### config.mk
export PLATFORM = sky130hd
export DESIGN_NAME = peer_cfg_device_flat
export DESIGN_NICKNAME = d
export VERILOG_FILES = /design/src/rtl/peer_cfg_pkg.sv /design/src/rtl/peer_cfg_if.sv /design/src/rtl/peer_cfg_device.sv /design/src/flat_wrapper.sv
export SDC_FILE = /design/constraint.sdc
export NUM_CORES = 1
export LEC_CHECK = 0
export BUFFER_PORTS_ARGS = -buffer_cell sky130_fd_sc_hd__buf_2
export CAP_MARGIN = 20
export CORE_MARGIN = 2
export CORE_UTILIZATION = 45
export CTS_CLUSTER_DIAMETER = 60
export CTS_CLUSTER_SIZE = 24
export DETAILED_ROUTE_END_ITERATION = 12
export GPL_TIMING_DRIVEN = 1
export PLACE_DENSITY = 0.69
export SETUP_SLACK_MARGIN = 0.05
export SKIP_LAST_GASP = 1
export SLEW_MARGIN = 30
export SYNTH_ARGS = -nofsm -noshare
export SYNTH_HDL_FRONTEND = slang
export SYNTH_SLANG_ARGS = --single-unit
export TNS_END_PERCENT = 10
### constraint.sdc
create_clock -name i_ref_clk -period 2.7 [get_ports i_ref_clk]
set_input_delay 0.135 -clock i_ref_clk [delete_from_list [all_inputs] [get_ports i_ref_clk]]
set_output_delay 0.135 -clock i_ref_clk [all_outputs]
set_load 0.02 [all_outputs]
### src/rtl/peer_cfg_pkg.sv
// Shared constants and types for the peer port configuration packets
package peer_cfg_pkg;

  // Image geometry
  localparam int IMG_WORDS    = 8;     // Words per packet image
  localparam int STR_CHARS    = 28;    // Modem string capacity
  localparam int STR_HALF     = 14;    // Characters per string packet

  // Header word 0 field positions
  localparam int HDR_MODE_BIT = 15;    // Configuration mode when set
  localparam int HDR_STRB_BIT = 14;    // Handshake strobe
  localparam int HDR_DIR_BIT  = 13;    // 1 = read back, 0 = write
  localparam int HDR_RST_BIT  = 12;    // Module settings reset
  localparam int HDR_SEL_MSB  = 2;     // Selector field top bit

  // Packet selector codes
  localparam logic [2:0] SEL_PORT = 3'h3;  // Peer port setup
  localparam logic [2:0] SEL_STR1 = 3'h4;  // String chars 1..14
  localparam logic [2:0] SEL_STR2 = 3'h5;  // String chars 15..28

  // Port word layout
  localparam int W1_MAX_LSB   = 8;     // Highest polled in upper byte
  localparam int W2_PASS_BIT  = 3;     // Diagnostic pass-through flag

  // Ranges and defaults
  localparam logic [4:0]  STATION_DEF  = 5'h02;
  localparam logic [4:0]  MAX_STA_MIN  = 5'h01;
  localparam logic [4:0]  MAX_STA_DEF  = 5'h1f;
  localparam logic [15:0] TMO_MS_MIN   = 16'h0064;  // 100 ms
  localparam logic [15:0] TMO_MS_MAX   = 16'h31ce;  // 12,750 ms
  localparam logic [15:0] TMO_MS_DEF   = 16'h2710;  // 10,000 ms
  localparam logic [2:0]  RATE_DEF     = 3'h6;      // 19200 bit/s
  localparam logic        PASS_DEF     = 1'b0;

  // Rate table, bit/s
  localparam logic [14:0] BPS_300   = 15'h012c;
  localparam logic [14:0] BPS_600   = 15'h0258;
  localparam logic [14:0] BPS_1200  = 15'h04b0;
  localparam logic [14:0] BPS_2400  = 15'h0960;
  localparam logic [14:0] BPS_4800  = 15'h12c0;
  localparam logic [14:0] BPS_9600  = 15'h2580;
  localparam logic [14:0] BPS_19200 = 15'h4b00;

  // Settings that survive power cycles while the battery holds
  typedef struct packed {
    logic [4:0]            station;
    logic [4:0]            max_station;
    logic [15:0]           timeout_ms;
    logic                  pass_thru;
    logic [2:0]            rate_code;
    logic [27:0][7:0]      init_str;
  } port_cfg_type;

  localparam port_cfg_type CFG_DEF = '{
    station:     STATION_DEF,
    max_station: MAX_STA_DEF,
    timeout_ms:  TMO_MS_DEF,
    pass_thru:   PASS_DEF,
    rate_code:   RATE_DEF,
    init_str:    '0
  };

endpackage : peer_cfg_pkg

### src/rtl/peer_cfg_if.sv
// Output and input image words between host controller and device
`timescale 1ns/1ps
interface peer_cfg_if;
  logic [7:0][15:0] out_image;  // Host writes, device reads
  logic [7:0][15:0] in_image;   // Device writes, host reads

  modport host (output out_image, input in_image);
  modport dev  (input out_image, output in_image);
endinterface : peer_cfg_if

### src/rtl/peer_cfg_device.sv
// Device end: decodes port and modem string configuration packets
// Functional notes
// Selector 3 decodes words 1-3 as port
// Station 0-31, default 2
// Highest polled 1-31, default 31
// Timeout from word 3, max 12750 ms
// Pass-through flag forwards diagnostics to host
// Rate codes 0-5 table, 6-7 19200
// Other stations use the same rate
// Defaults first; committed settings restored at power-up
// String starts empty; selector 4 loads 1-14
// Characters after first NUL are ignored
// Terminator implied after fourteenth character
// Host sends selector 5 only after 4
// Terminator implied after twenty-eighth character
// Upper byte odd char, lower byte even
// Host write dir 0 mode 1; read dir 1; host forces mode 1 only on string writes, port writes take i_mode
// Header bits 15 mode 14 strobe 13 dir 12 reset
// Word 1: highest polled upper, station lower
// Packets taken only on handshake strobe
`timescale 1ns/1ps
module peer_cfg_device
  import peer_cfg_pkg::*;
(
  // Clock and reset
  input  wire logic        i_ref_clk,
  input  wire logic        i_rst_n,
  // Power events and battery
  input  wire logic        i_power_up,    // Pulse: supply has returned
  input  wire logic        i_batt_ok,     // Level: backup storage intact
  // Diagnostic commands from the peer network
  input  wire logic        i_diag_valid,  // Pulse: command received
  // Host image words
  peer_cfg_if.dev          img,
  // Applied port settings
  output logic [4:0]       o_station,
  output logic [4:0]       o_max_station,
  output logic [15:0]      o_timeout_ms,
  output logic             o_pass_thru,
  output logic [2:0]       o_rate_code,
  output logic [14:0]      o_rate_bps,
  // Modem initialisation string
  output logic [27:0][7:0] o_init_str,
  output logic [4:0]       o_init_len,
  // Diagnostic routing
  output logic             o_diag_exec,
  output logic             o_diag_fwd
);

  // Whole device state
  typedef struct packed {
    logic             strobe_q;   // Strobe seen last cycle
    logic             mode_q;     // Mode bit seen last cycle
    port_cfg_type     work;       // Settings in use
    port_cfg_type     store;      // Battery-backed committed copy
    logic             store_ok;   // Committed copy is meaningful
    logic             str1_done;  // First string packet taken
    logic [7:0][15:0] resp;       // Input image to the host
    logic             diag_exec;  // Command run locally
    logic             diag_fwd;   // Command sent on to host
  } dev_state_type;

  localparam dev_state_type ST_RST = '{
    strobe_q:  1'b0,
    mode_q:    1'b0,
    work:      CFG_DEF,
    store:     CFG_DEF,
    store_ok:  1'b0,
    str1_done: 1'b0,
    resp:      '0,
    diag_exec: 1'b0,
    diag_fwd:  1'b0
  };

  dev_state_type s_reg;   // Registered state
  dev_state_type s_next;  // Next state

  // Rate code to bit/s; codes 6 and 7 share the top rate
  function automatic logic [14:0] rate_bps(input logic [2:0] code);
    case (code)
      3'h0:    rate_bps = BPS_300;
      3'h1:    rate_bps = BPS_600;
      3'h2:    rate_bps = BPS_1200;
      3'h3:    rate_bps = BPS_2400;
      3'h4:    rate_bps = BPS_4800;
      3'h5:    rate_bps = BPS_9600;
      default: rate_bps = BPS_19200;
    endcase
  endfunction : rate_bps

  // Index of the first NUL, or full length when none
  function automatic logic [4:0] str_len(input logic [27:0][7:0] s);
    logic [4:0] n;
    n = 5'(STR_CHARS);  // Terminator implied past the end
    for (int i = STR_CHARS - 1; i >= 0; i--) begin
      if (s[i] == 8'h00) begin
        n = 5'(i);
      end
    end
    str_len = n;
  endfunction : str_len

  // Zero every character from the first NUL onward
  function automatic logic [27:0][7:0] str_mask(
    input logic [27:0][7:0] s
  );
    logic [4:0] n;
    n = str_len(s);
    str_mask = s;
    for (int i = 0; i < STR_CHARS; i++) begin
      if (5'(i) >= n) begin
        str_mask[i] = 8'h00;
      end
    end
  endfunction : str_mask

  // Header fields, split once for readability
  logic [15:0] hdr;
  logic        hdr_mode;
  logic        hdr_strb;
  logic        hdr_dir;
  logic        hdr_rst;
  logic [2:0]  hdr_sel;
  logic        take;  // Strobe rising edge

  always_comb begin
    hdr      = img.out_image[0];
    hdr_mode = hdr[HDR_MODE_BIT];
    hdr_strb = hdr[HDR_STRB_BIT];
    hdr_dir  = hdr[HDR_DIR_BIT];
    hdr_rst  = hdr[HDR_RST_BIT];
    hdr_sel  = hdr[HDR_SEL_MSB:0];
    take     = hdr_strb && !s_reg.strobe_q;
  end

  // Next-state logic
  always_comb begin
    logic [4:0]  w_sta;
    logic [4:0]  w_max;
    logic [15:0] w_tmo;
    int          base;
    w_sta  = img.out_image[1][4:0];
    w_max  = img.out_image[1][W1_MAX_LSB +: 5];
    w_tmo  = img.out_image[3];
    base   = 0;
    s_next = s_reg;
    s_next.strobe_q  = hdr_strb;
    s_next.mode_q    = hdr_mode;
    s_next.diag_exec = 1'b0;
    s_next.diag_fwd  = 1'b0;

    // Handshake echo: strobe returned while host holds it
    s_next.resp[0] = {hdr[15:12] & {1'b1, hdr_strb, 2'b11},
                      hdr[11:0]};

    // Leaving configuration mode commits the settings
    if (s_reg.mode_q && !hdr_mode) begin
      s_next.store    = s_reg.work;
      s_next.store_ok = 1'b1;
    end

    // Power-up: restore committed copy unless the battery failed
    if (i_power_up) begin
      if (i_batt_ok && s_reg.store_ok) begin
        s_next.work = s_reg.store;
      end else begin
        s_next.work     = CFG_DEF;
        s_next.store_ok = 1'b0;
      end
      s_next.str1_done = 1'b0;
    end else if (take && hdr_rst) begin
      // Reset bit drops uncommitted edits
      s_next.work = s_reg.store_ok ? s_reg.store : CFG_DEF;
    end else if (take && !hdr_dir && hdr_mode) begin
      // Write packets, only in configuration mode
      case (hdr_sel)
        SEL_PORT: begin
          s_next.work.station = w_sta;
          // Out-of-range values leave the old setting
          if (w_max >= MAX_STA_MIN) begin
            s_next.work.max_station = w_max;
          end
          if (w_tmo >= TMO_MS_MIN && w_tmo <= TMO_MS_MAX) begin
            s_next.work.timeout_ms = w_tmo;
          end
          s_next.work.pass_thru = img.out_image[2][W2_PASS_BIT];
          s_next.work.rate_code = img.out_image[2][2:0];
        end
        SEL_STR1: begin
          for (int w = 1; w < IMG_WORDS; w++) begin
            s_next.work.init_str[2*w-2] = img.out_image[w][15:8];
            s_next.work.init_str[2*w-1] = img.out_image[w][7:0];
          end
          // Upper half cleared: a full first half ends there
          for (int i = STR_HALF; i < STR_CHARS; i++) begin
            s_next.work.init_str[i] = 8'h00;
          end
          s_next.str1_done = 1'b1;
        end
        SEL_STR2: begin
          // Ignored until the first half has been loaded
          if (s_reg.str1_done) begin
            for (int w = 1; w < IMG_WORDS; w++) begin
              s_next.work.init_str[STR_HALF+2*w-2] =
                img.out_image[w][15:8];
              s_next.work.init_str[STR_HALF+2*w-1] =
                img.out_image[w][7:0];
            end
          end
        end
        default: begin
          // Other selectors belong to other blocks
        end
      endcase
    end else if (take && hdr_dir) begin
      // Read back: either mode accepted
      case (hdr_sel)
        SEL_PORT: begin
          s_next.resp[1] = {3'b000, s_reg.work.max_station,
                            3'b000, s_reg.work.station};
          s_next.resp[2] = {12'h000, s_reg.work.pass_thru,
                            s_reg.work.rate_code};
          s_next.resp[3] = s_reg.work.timeout_ms;
        end
        SEL_STR1, SEL_STR2: begin
          base = (hdr_sel == SEL_STR2) ? STR_HALF : 0;
          for (int w = 1; w < IMG_WORDS; w++) begin
            s_next.resp[w] = {o_init_str[base+2*w-2],
                              o_init_str[base+2*w-1]};
          end
        end
        default: begin
          // Nothing to return
        end
      endcase
    end

    // Diagnostic routing follows the applied flag
    if (i_diag_valid) begin
      s_next.diag_exec = !s_reg.work.pass_thru;
      s_next.diag_fwd  = s_reg.work.pass_thru;
    end
  end

  // State register; reset means first power-up, so defaults
  always_ff @(posedge i_ref_clk or negedge i_rst_n) begin
    if (!i_rst_n) begin
      s_reg <= ST_RST;
    end else begin
      s_reg <= s_next;
    end
  end

  // Outputs straight from the state; peers must match this rate
  always_comb begin
    o_station     = s_reg.work.station;
    o_max_station = s_reg.work.max_station;
    o_timeout_ms  = s_reg.work.timeout_ms;
    o_pass_thru   = s_reg.work.pass_thru;
    o_rate_code   = s_reg.work.rate_code;
    o_rate_bps    = rate_bps(s_reg.work.rate_code);
    o_init_str    = str_mask(s_reg.work.init_str);
    o_init_len    = str_len(s_reg.work.init_str);
    o_diag_exec   = s_reg.diag_exec;
    o_diag_fwd    = s_reg.diag_fwd;
    img.in_image  = s_reg.resp;
  end

endmodule : peer_cfg_device

### src/flat_wrapper.sv
// flat-port wrapper written by rule: the top's interface ports become plain ports
module peer_cfg_device_flat import peer_cfg_pkg::*;
  (i_ref_clk, i_rst_n, i_power_up, i_batt_ok, i_diag_valid, o_station, o_max_station, o_timeout_ms, o_pass_thru, o_rate_code, o_rate_bps, o_init_str, o_init_len, o_diag_exec, o_diag_fwd, img_out_image, img_in_image);
  peer_cfg_if img_i ();
  input  wire logic i_ref_clk;
  input  wire logic i_rst_n;
  input  wire logic i_power_up;
  input  wire logic i_batt_ok;
  input  wire logic i_diag_valid;
  output logic [4:0] o_station;
  output logic [4:0] o_max_station;
  output logic [15:0] o_timeout_ms;
  output logic o_pass_thru;
  output logic [2:0] o_rate_code;
  output logic [14:0] o_rate_bps;
  output logic [27:0][7:0] o_init_str;
  output logic [4:0] o_init_len;
  output logic o_diag_exec;
  output logic o_diag_fwd;
  input wire logic [$bits(img_i.out_image)-1:0] img_out_image;
  output wire logic [$bits(img_i.in_image)-1:0] img_in_image;
  assign img_i.out_image = img_out_image;
  assign img_in_image = img_i.in_image;
  peer_cfg_device u_core (.i_ref_clk(i_ref_clk), .i_rst_n(i_rst_n), .i_power_up(i_power_up), .i_batt_ok(i_batt_ok), .i_diag_valid(i_diag_valid), .img(img_i), .o_station(o_station), .o_max_station(o_max_station), .o_timeout_ms(o_timeout_ms), .o_pass_thru(o_pass_thru), .o_rate_code(o_rate_code), .o_rate_bps(o_rate_bps), .o_init_str(o_init_str), .o_init_len(o_init_len), .o_diag_exec(o_diag_exec), .o_diag_fwd(o_diag_fwd));
endmodule
Yosys cells after proc, flatten, opt, wreduce, memory -nomap -nowiden
Index checks and enable logic that the tools add are counted.
{"block": "word_totals", "reg_bits": 642, "in_bits": 133, "output_inout_bits": 404, "wordCells": 342}
{"block": "classes", "addsub": 21, "magnitude_cmp": 45, "n_eq_ne": 10, "n_mux": 123, "n_bitwise": 4, "n_reduce_logical": 59}
{"op": "$mux W254", "count": 5}
{"op": "$bmux W8 S5", "count": 14}
{"op": "$lt A32 B7 Y1 const B", "count": 14}
{"op": "$mux W112", "count": 4}
{"op": "$mux W8", "count": 56}
{"op": "$logic_not A8 Y1", "count": 28}
{"op": "$pmux W112 S2", "count": 1}
{"op": "$sub A32 B2 Y32 const B", "count": 7}
{"op": "$sub A32 B3 Y32 const B", "count": 7}
{"op": "$add A32 B5 Y32 const B", "count": 4}
{"op": "$mux W113", "count": 1}
{"op": "$pmux W48 S2", "count": 1}
{"op": "$pmux W15 S6", "count": 1}
{"op": "$mux W5", "count": 17}
{"op": "$add A32 B4 Y32 const B", "count": 2}
{"op": "$mux W64", "count": 1}
{"op": "$ge A5 B5 Y1 const A", "count": 12}
{"op": "$ge A4 B5 Y1 const A", "count": 8}
{"op": "$mux W4", "count": 9}
{"op": "$add A32 B3 Y32 const B", "count": 1}
{"op": "$mux W30", "count": 1}
{"op": "$ge A3 B5 Y1 const A", "count": 4}
{"op": "$ge A16 B7 Y1 const B", "count": 1}
{"op": "$le A16 B14 Y1 const B", "count": 1}
{"op": "other kinds (24)", "count": 62}

Logic depth before layout (Yosys ltp)
{"block": "logic_depth", "word_depth": 39, "mapped_depth": 11, "mapped_depth_nobuf": 9}

Least setup slack after synthesis
Ideal clock, no wire load.
{"block": "synth_path", "path_kind": "flip-flop to output port", "from": "register u_core.s_reg[599] in the netlist's numbering", "to": "output port o_init_str[118] in the netlist's numbering", "arrival_ns": 2.712, "required_ns": 2.565, "setup_slack_ns": -0.147, "path_stages_with_launch": 10, "path_buffers": 1, "cell_sequence": "dfrtp_1 -> or4_1 -> or2_1 -> a221oi_2 -> o211a_1 -> o211a_4 -> nand4_2 -> a21o_1 -> buf_2 -> nor2b_1"}
{"item": "start, declared", "line_no": "peer_cfg_device.sv:75", "rtl": "dev_state_type s_reg;"}
{"item": "start signal, assigned", "line_no": "peer_cfg_device.sv:250", "rtl": "s_reg <= s_next;"}
{"item": "end, declared", "line_no": "flat_wrapper.sv:16", "rtl": "output logic [27:0][7:0] o_init_str;"}

==> run_results.csv <==
group,metric,value,unit
placement,place.gp.congestion,0.924,
sta,finalCritPeriodShare,1.34,
synthesis,yosys_warnings,0,
power,power.leakage,19.9,nW
worst_setup_path,critPathLaunch,"u_core.s_reg[595]$_DFFE_PN0P_",
route,ant_nets,0,
worst_setup_path,slowest_delay,550,ps
global_routing,grt_first_pass_wirelength,166,mm
sta,finalSetupViolCount,307,
route,drt-total-wl,109,mm
sta,rsz0062_at_grt,"true",
clock_tree,root_buffer,"clkbuf_16",
route,drt_iter0_drc,2923,
synthesis,synth_top_cell_by_area,"dfrtp_1",
worst_setup_path,r2r_setup_slack,-460,ps
min_path,hold_path.class,"primary input to async pin",
sta,worst_slack,-921,ps
worst_setup_path,cpMostUsedCell,"buf_4",
floorplanning,core,67300,µm²
route,drcViolationCount,0,
route,wl_per_cell,21.4,µm
synthesis,yosys_register_bits,640,
worst_setup_path,endpoint,"o_init_str[50]",
synthesis,synth_common_cells,"nand2_1 (1080), dfrtp_1 (614), o21ai_0 (277), clkbuf_1 (237), buf_4 (160)",
worst_setup_path,path_cells,"or4_4, o211ai_1, a311oi_2, buf_4, o221ai_1, nand4_1, nand4_4, buf_4, buf_6, nand2_4, and2_1, buf_4",
power,seqPwrFrac,0.438,
sta,drv_slew,0,
power,intPower,0.0167,W
worst_setup_path,crit_required,2570,ps
synthesis,syn_area,30600,µm²
final_layout,largest_reg_flops,481,
synthesis,synth_most_common_cell,"nand2_1",
global_routing,globalRouteOverflowTotal,0,
clock_tree,clk_pin_slew,90,ps
clock_tree,cts_max_path_buffers,3,
worst_setup_path,reg2reg_to,"u_core.img.in_image[76]$_DFFE_PN0P_",
worst_setup_path,critPathCaptureType,"primary output",
synthesis,synth_edf_count,0,
synthesis,synth_flop_cell,"dfrtp_1",
final_layout,area_growth,28.3,%
run,cap_violations,0,
worst_setup_path,reg2reg_from,"u_core.s_reg[595]$_DFFE_PN0P_",
power,clockPowerShare,0.316,
power,combPwrFrac,0.246,
route,dr.pass1.iters,6,
power,p_per_area,645,nW/µm²
synthesis,yosysSeqAreaShare,0.525,
sta,fmax,0.276,GHz
placement,io_buffers,534,
floorplanning,start_util,0.455,
placement,dp_hpwl,75.4,mm
sta,worst_slew_pin_slew,1080,ps
sta,slew-limit-headroom,0.277,
synthesis,async_flop_share,1.00,
synthesis,ys_types,72,
route,via_per_inst,5.68,
synthesis,synth_area_leaders,"dfrtp_1 (50%), nand2_1 (13%), o21ai_0 (4.5%)",
power,ir_drop,0.468,mV
worst_setup_path,start_kind,"flop",
floorplanning,die_w,265,µm
global_routing,grt_max_degree,141,
final_layout,fin_nets,4283,
worst_setup_path,cpMaxStageDelayCell,"or4_4",
route,via_count,28800,
floorplanning,dieArea,70100,µm²
sta,tns,-145190,ps
worst_setup_path,path_class,"flop to primary output",
synthesis,synthCells,3448,
floorplanning,fp.dieH,265,µm
clock_tree,cts_tree,"yes",
outcome,status,"finished, violations left",
synthesis,synth_top_area_frac,0.502,
sta,skew,27.2,ps
clock_tree,numCtsBuffers,48,
global_routing,antenna_found_initial,6,
sta,fin_crit,3620,ps
clock_tree,clk_latency,630,ps
power,switching_share,0.340,
placement,dp_slack,-372,ps
power,p_switching,0.00862,W
worst_setup_path,crit_arrival,3490,ps
clock_tree,cts.sinks,640,
global_routing,grt_pass1_vias,27900,
global_routing,grtUsageTotal,0.303,
synthesis,syn-mean-instance-area,8.87,µm²
final_layout,drive_gt1_frac,0.273,
floorplanning,io_pins,537,
sta,finalHoldViolations,0,
outcome,violations,"setup timing",
floorplanning,rows,95,
worst_setup_path,worstPathMaxFanout,8,
clock_tree,cts.htree.levels,2,
worst_setup_path,rr_worst_depth,12,
==> power groups by stage <==
| stage | combinational [W] | sequential (W) | clock [W] |
|---|---|---|---|
| floorplan | 0.00343 | 0.0112 | 0 |
| global placement | 0.00578 | 0.0112 | 0 |
| detailed placement | 0.00586 | 0.0112 | 0 |
| CTS | 0.00613 | 0.0111 | 0.00814 |
| global route | 0.00666 | 0.0112 | 0.00848 |
| finish | 0.00622 | 0.0111 | 0.00801 |
==> what timing repair did <==
action                                  4_1_cts  5_1_grt
endpoints found under the setup margin      332      325
endpoints found under the hold margin       339        0
pin swaps                                    11       16
gates resized for setup                      62       40
hold buffers                                131        0
setup buffers                                 4        2
==> area by class of cell <==
type                            instances  area, µm²
Clock inverter                         37        493
Fill cell                            5876      28100
Timing Repair Buffer                 1065       7630
Multi-Input combinational cell       2380      12600
Antenna cell                            5       12.5
Sequential cell                       640      16000
Tap cell                              873       1090
Inverter                               15       56.3
Clock buffer                           52       1250
==> cells by family after synthesis <==
group / share of synthesized area
AO/OA/AOI/OAI: 0.167
flip-flops: 0.525
other: 0.000123
multiplexers: 0.00315
AND/OR/NAND/NOR: 0.230
XOR/XNOR: 0.000859
buffers and inverters: 0.0732
==> per-stage QoR <==
step                      cell area [µm²]  utilization  hold WS (ps)  cells  power [W]
after global placement              35700        0.531           190   4836     0.0170
after global routing                39200        0.583           158   5064     0.0263
after detailed placement            35800        0.531           201   4836     0.0171
final                               39200        0.583           146   5067     0.0253
after floorplan                     30600            -          -161   3449     0.0146
after CTS                           39100        0.581           134   5060     0.0253
==> placed cells by master (no fill, tap or decap), types with 26 or more instances in the layout <==
master and instances:
a22oi_1 153, a221oi_1 41, nor2_1 117, nand3_1 29, buf_2 503, nand2_1 1078
nor4_1 39, dlygate4sd3_1 131, a32oi_1 98, a21oi_1 72, buf_12 38, dfstp_2 26
and2_1 120, clkbuf_16 49, and3_1 88, o21ai_0 277, dfrtp_1 614, buf_4 369
==> worst max-delay path, delay by kind of cell, from the launching register on <==
kind	cells	cell delay, ps
flip-flops	1	390
AO/OA/AOI/OAI	3	770
AND/OR/NAND/NOR	5	1140
buffers and inverters	4	560
==> worst min path at each step <==
| stage | from | cells past startpoint | endpoint |
|---|---|---|---|
| 2_1_floorplan | i_rst_n | 0 | u_core.img.in_image[0]$_DFF_PN0_ |
| 3_3_place_gp | i_rst_n | 1 | u_core.img.in_image[24]$_DFFE_PN0P_ |
| 3_5_place_dp | i_rst_n | 1 | u_core.img.in_image[24]$_DFFE_PN0P_ |
| 4_1_cts | img_out_image[5] | 2 | u_core.img.in_image[5]$_DFF_PN0_ |
| 5_1_grt | img_out_image[11] | 2 | u_core.img.in_image[11]$_DFF_PN0_ |
| 6_report | i_rst_n | 2 | u_core.img.in_image[24]$_DFFE_PN0P_ |
==> layer usage <==
| metal | vias to the layer above | GRT usage | part of all wire | routed length [µm] |
|---|---|---|---|---|
| met4 | 6 | 0.133 | 0.047 | 5110 |
| met5 | - | 0 | 0.00037 | 40 |
| met2 | 1280 | 0.488 | 0.47 | 50900 |
| li1 | 13100 | - | - | - |
| met3 | 274 | 0.0477 | 0.066 | 7220 |
| met1 | 14100 | 0.407 | 0.42 | 45300 |
Power figures use the tool's default switching activity.
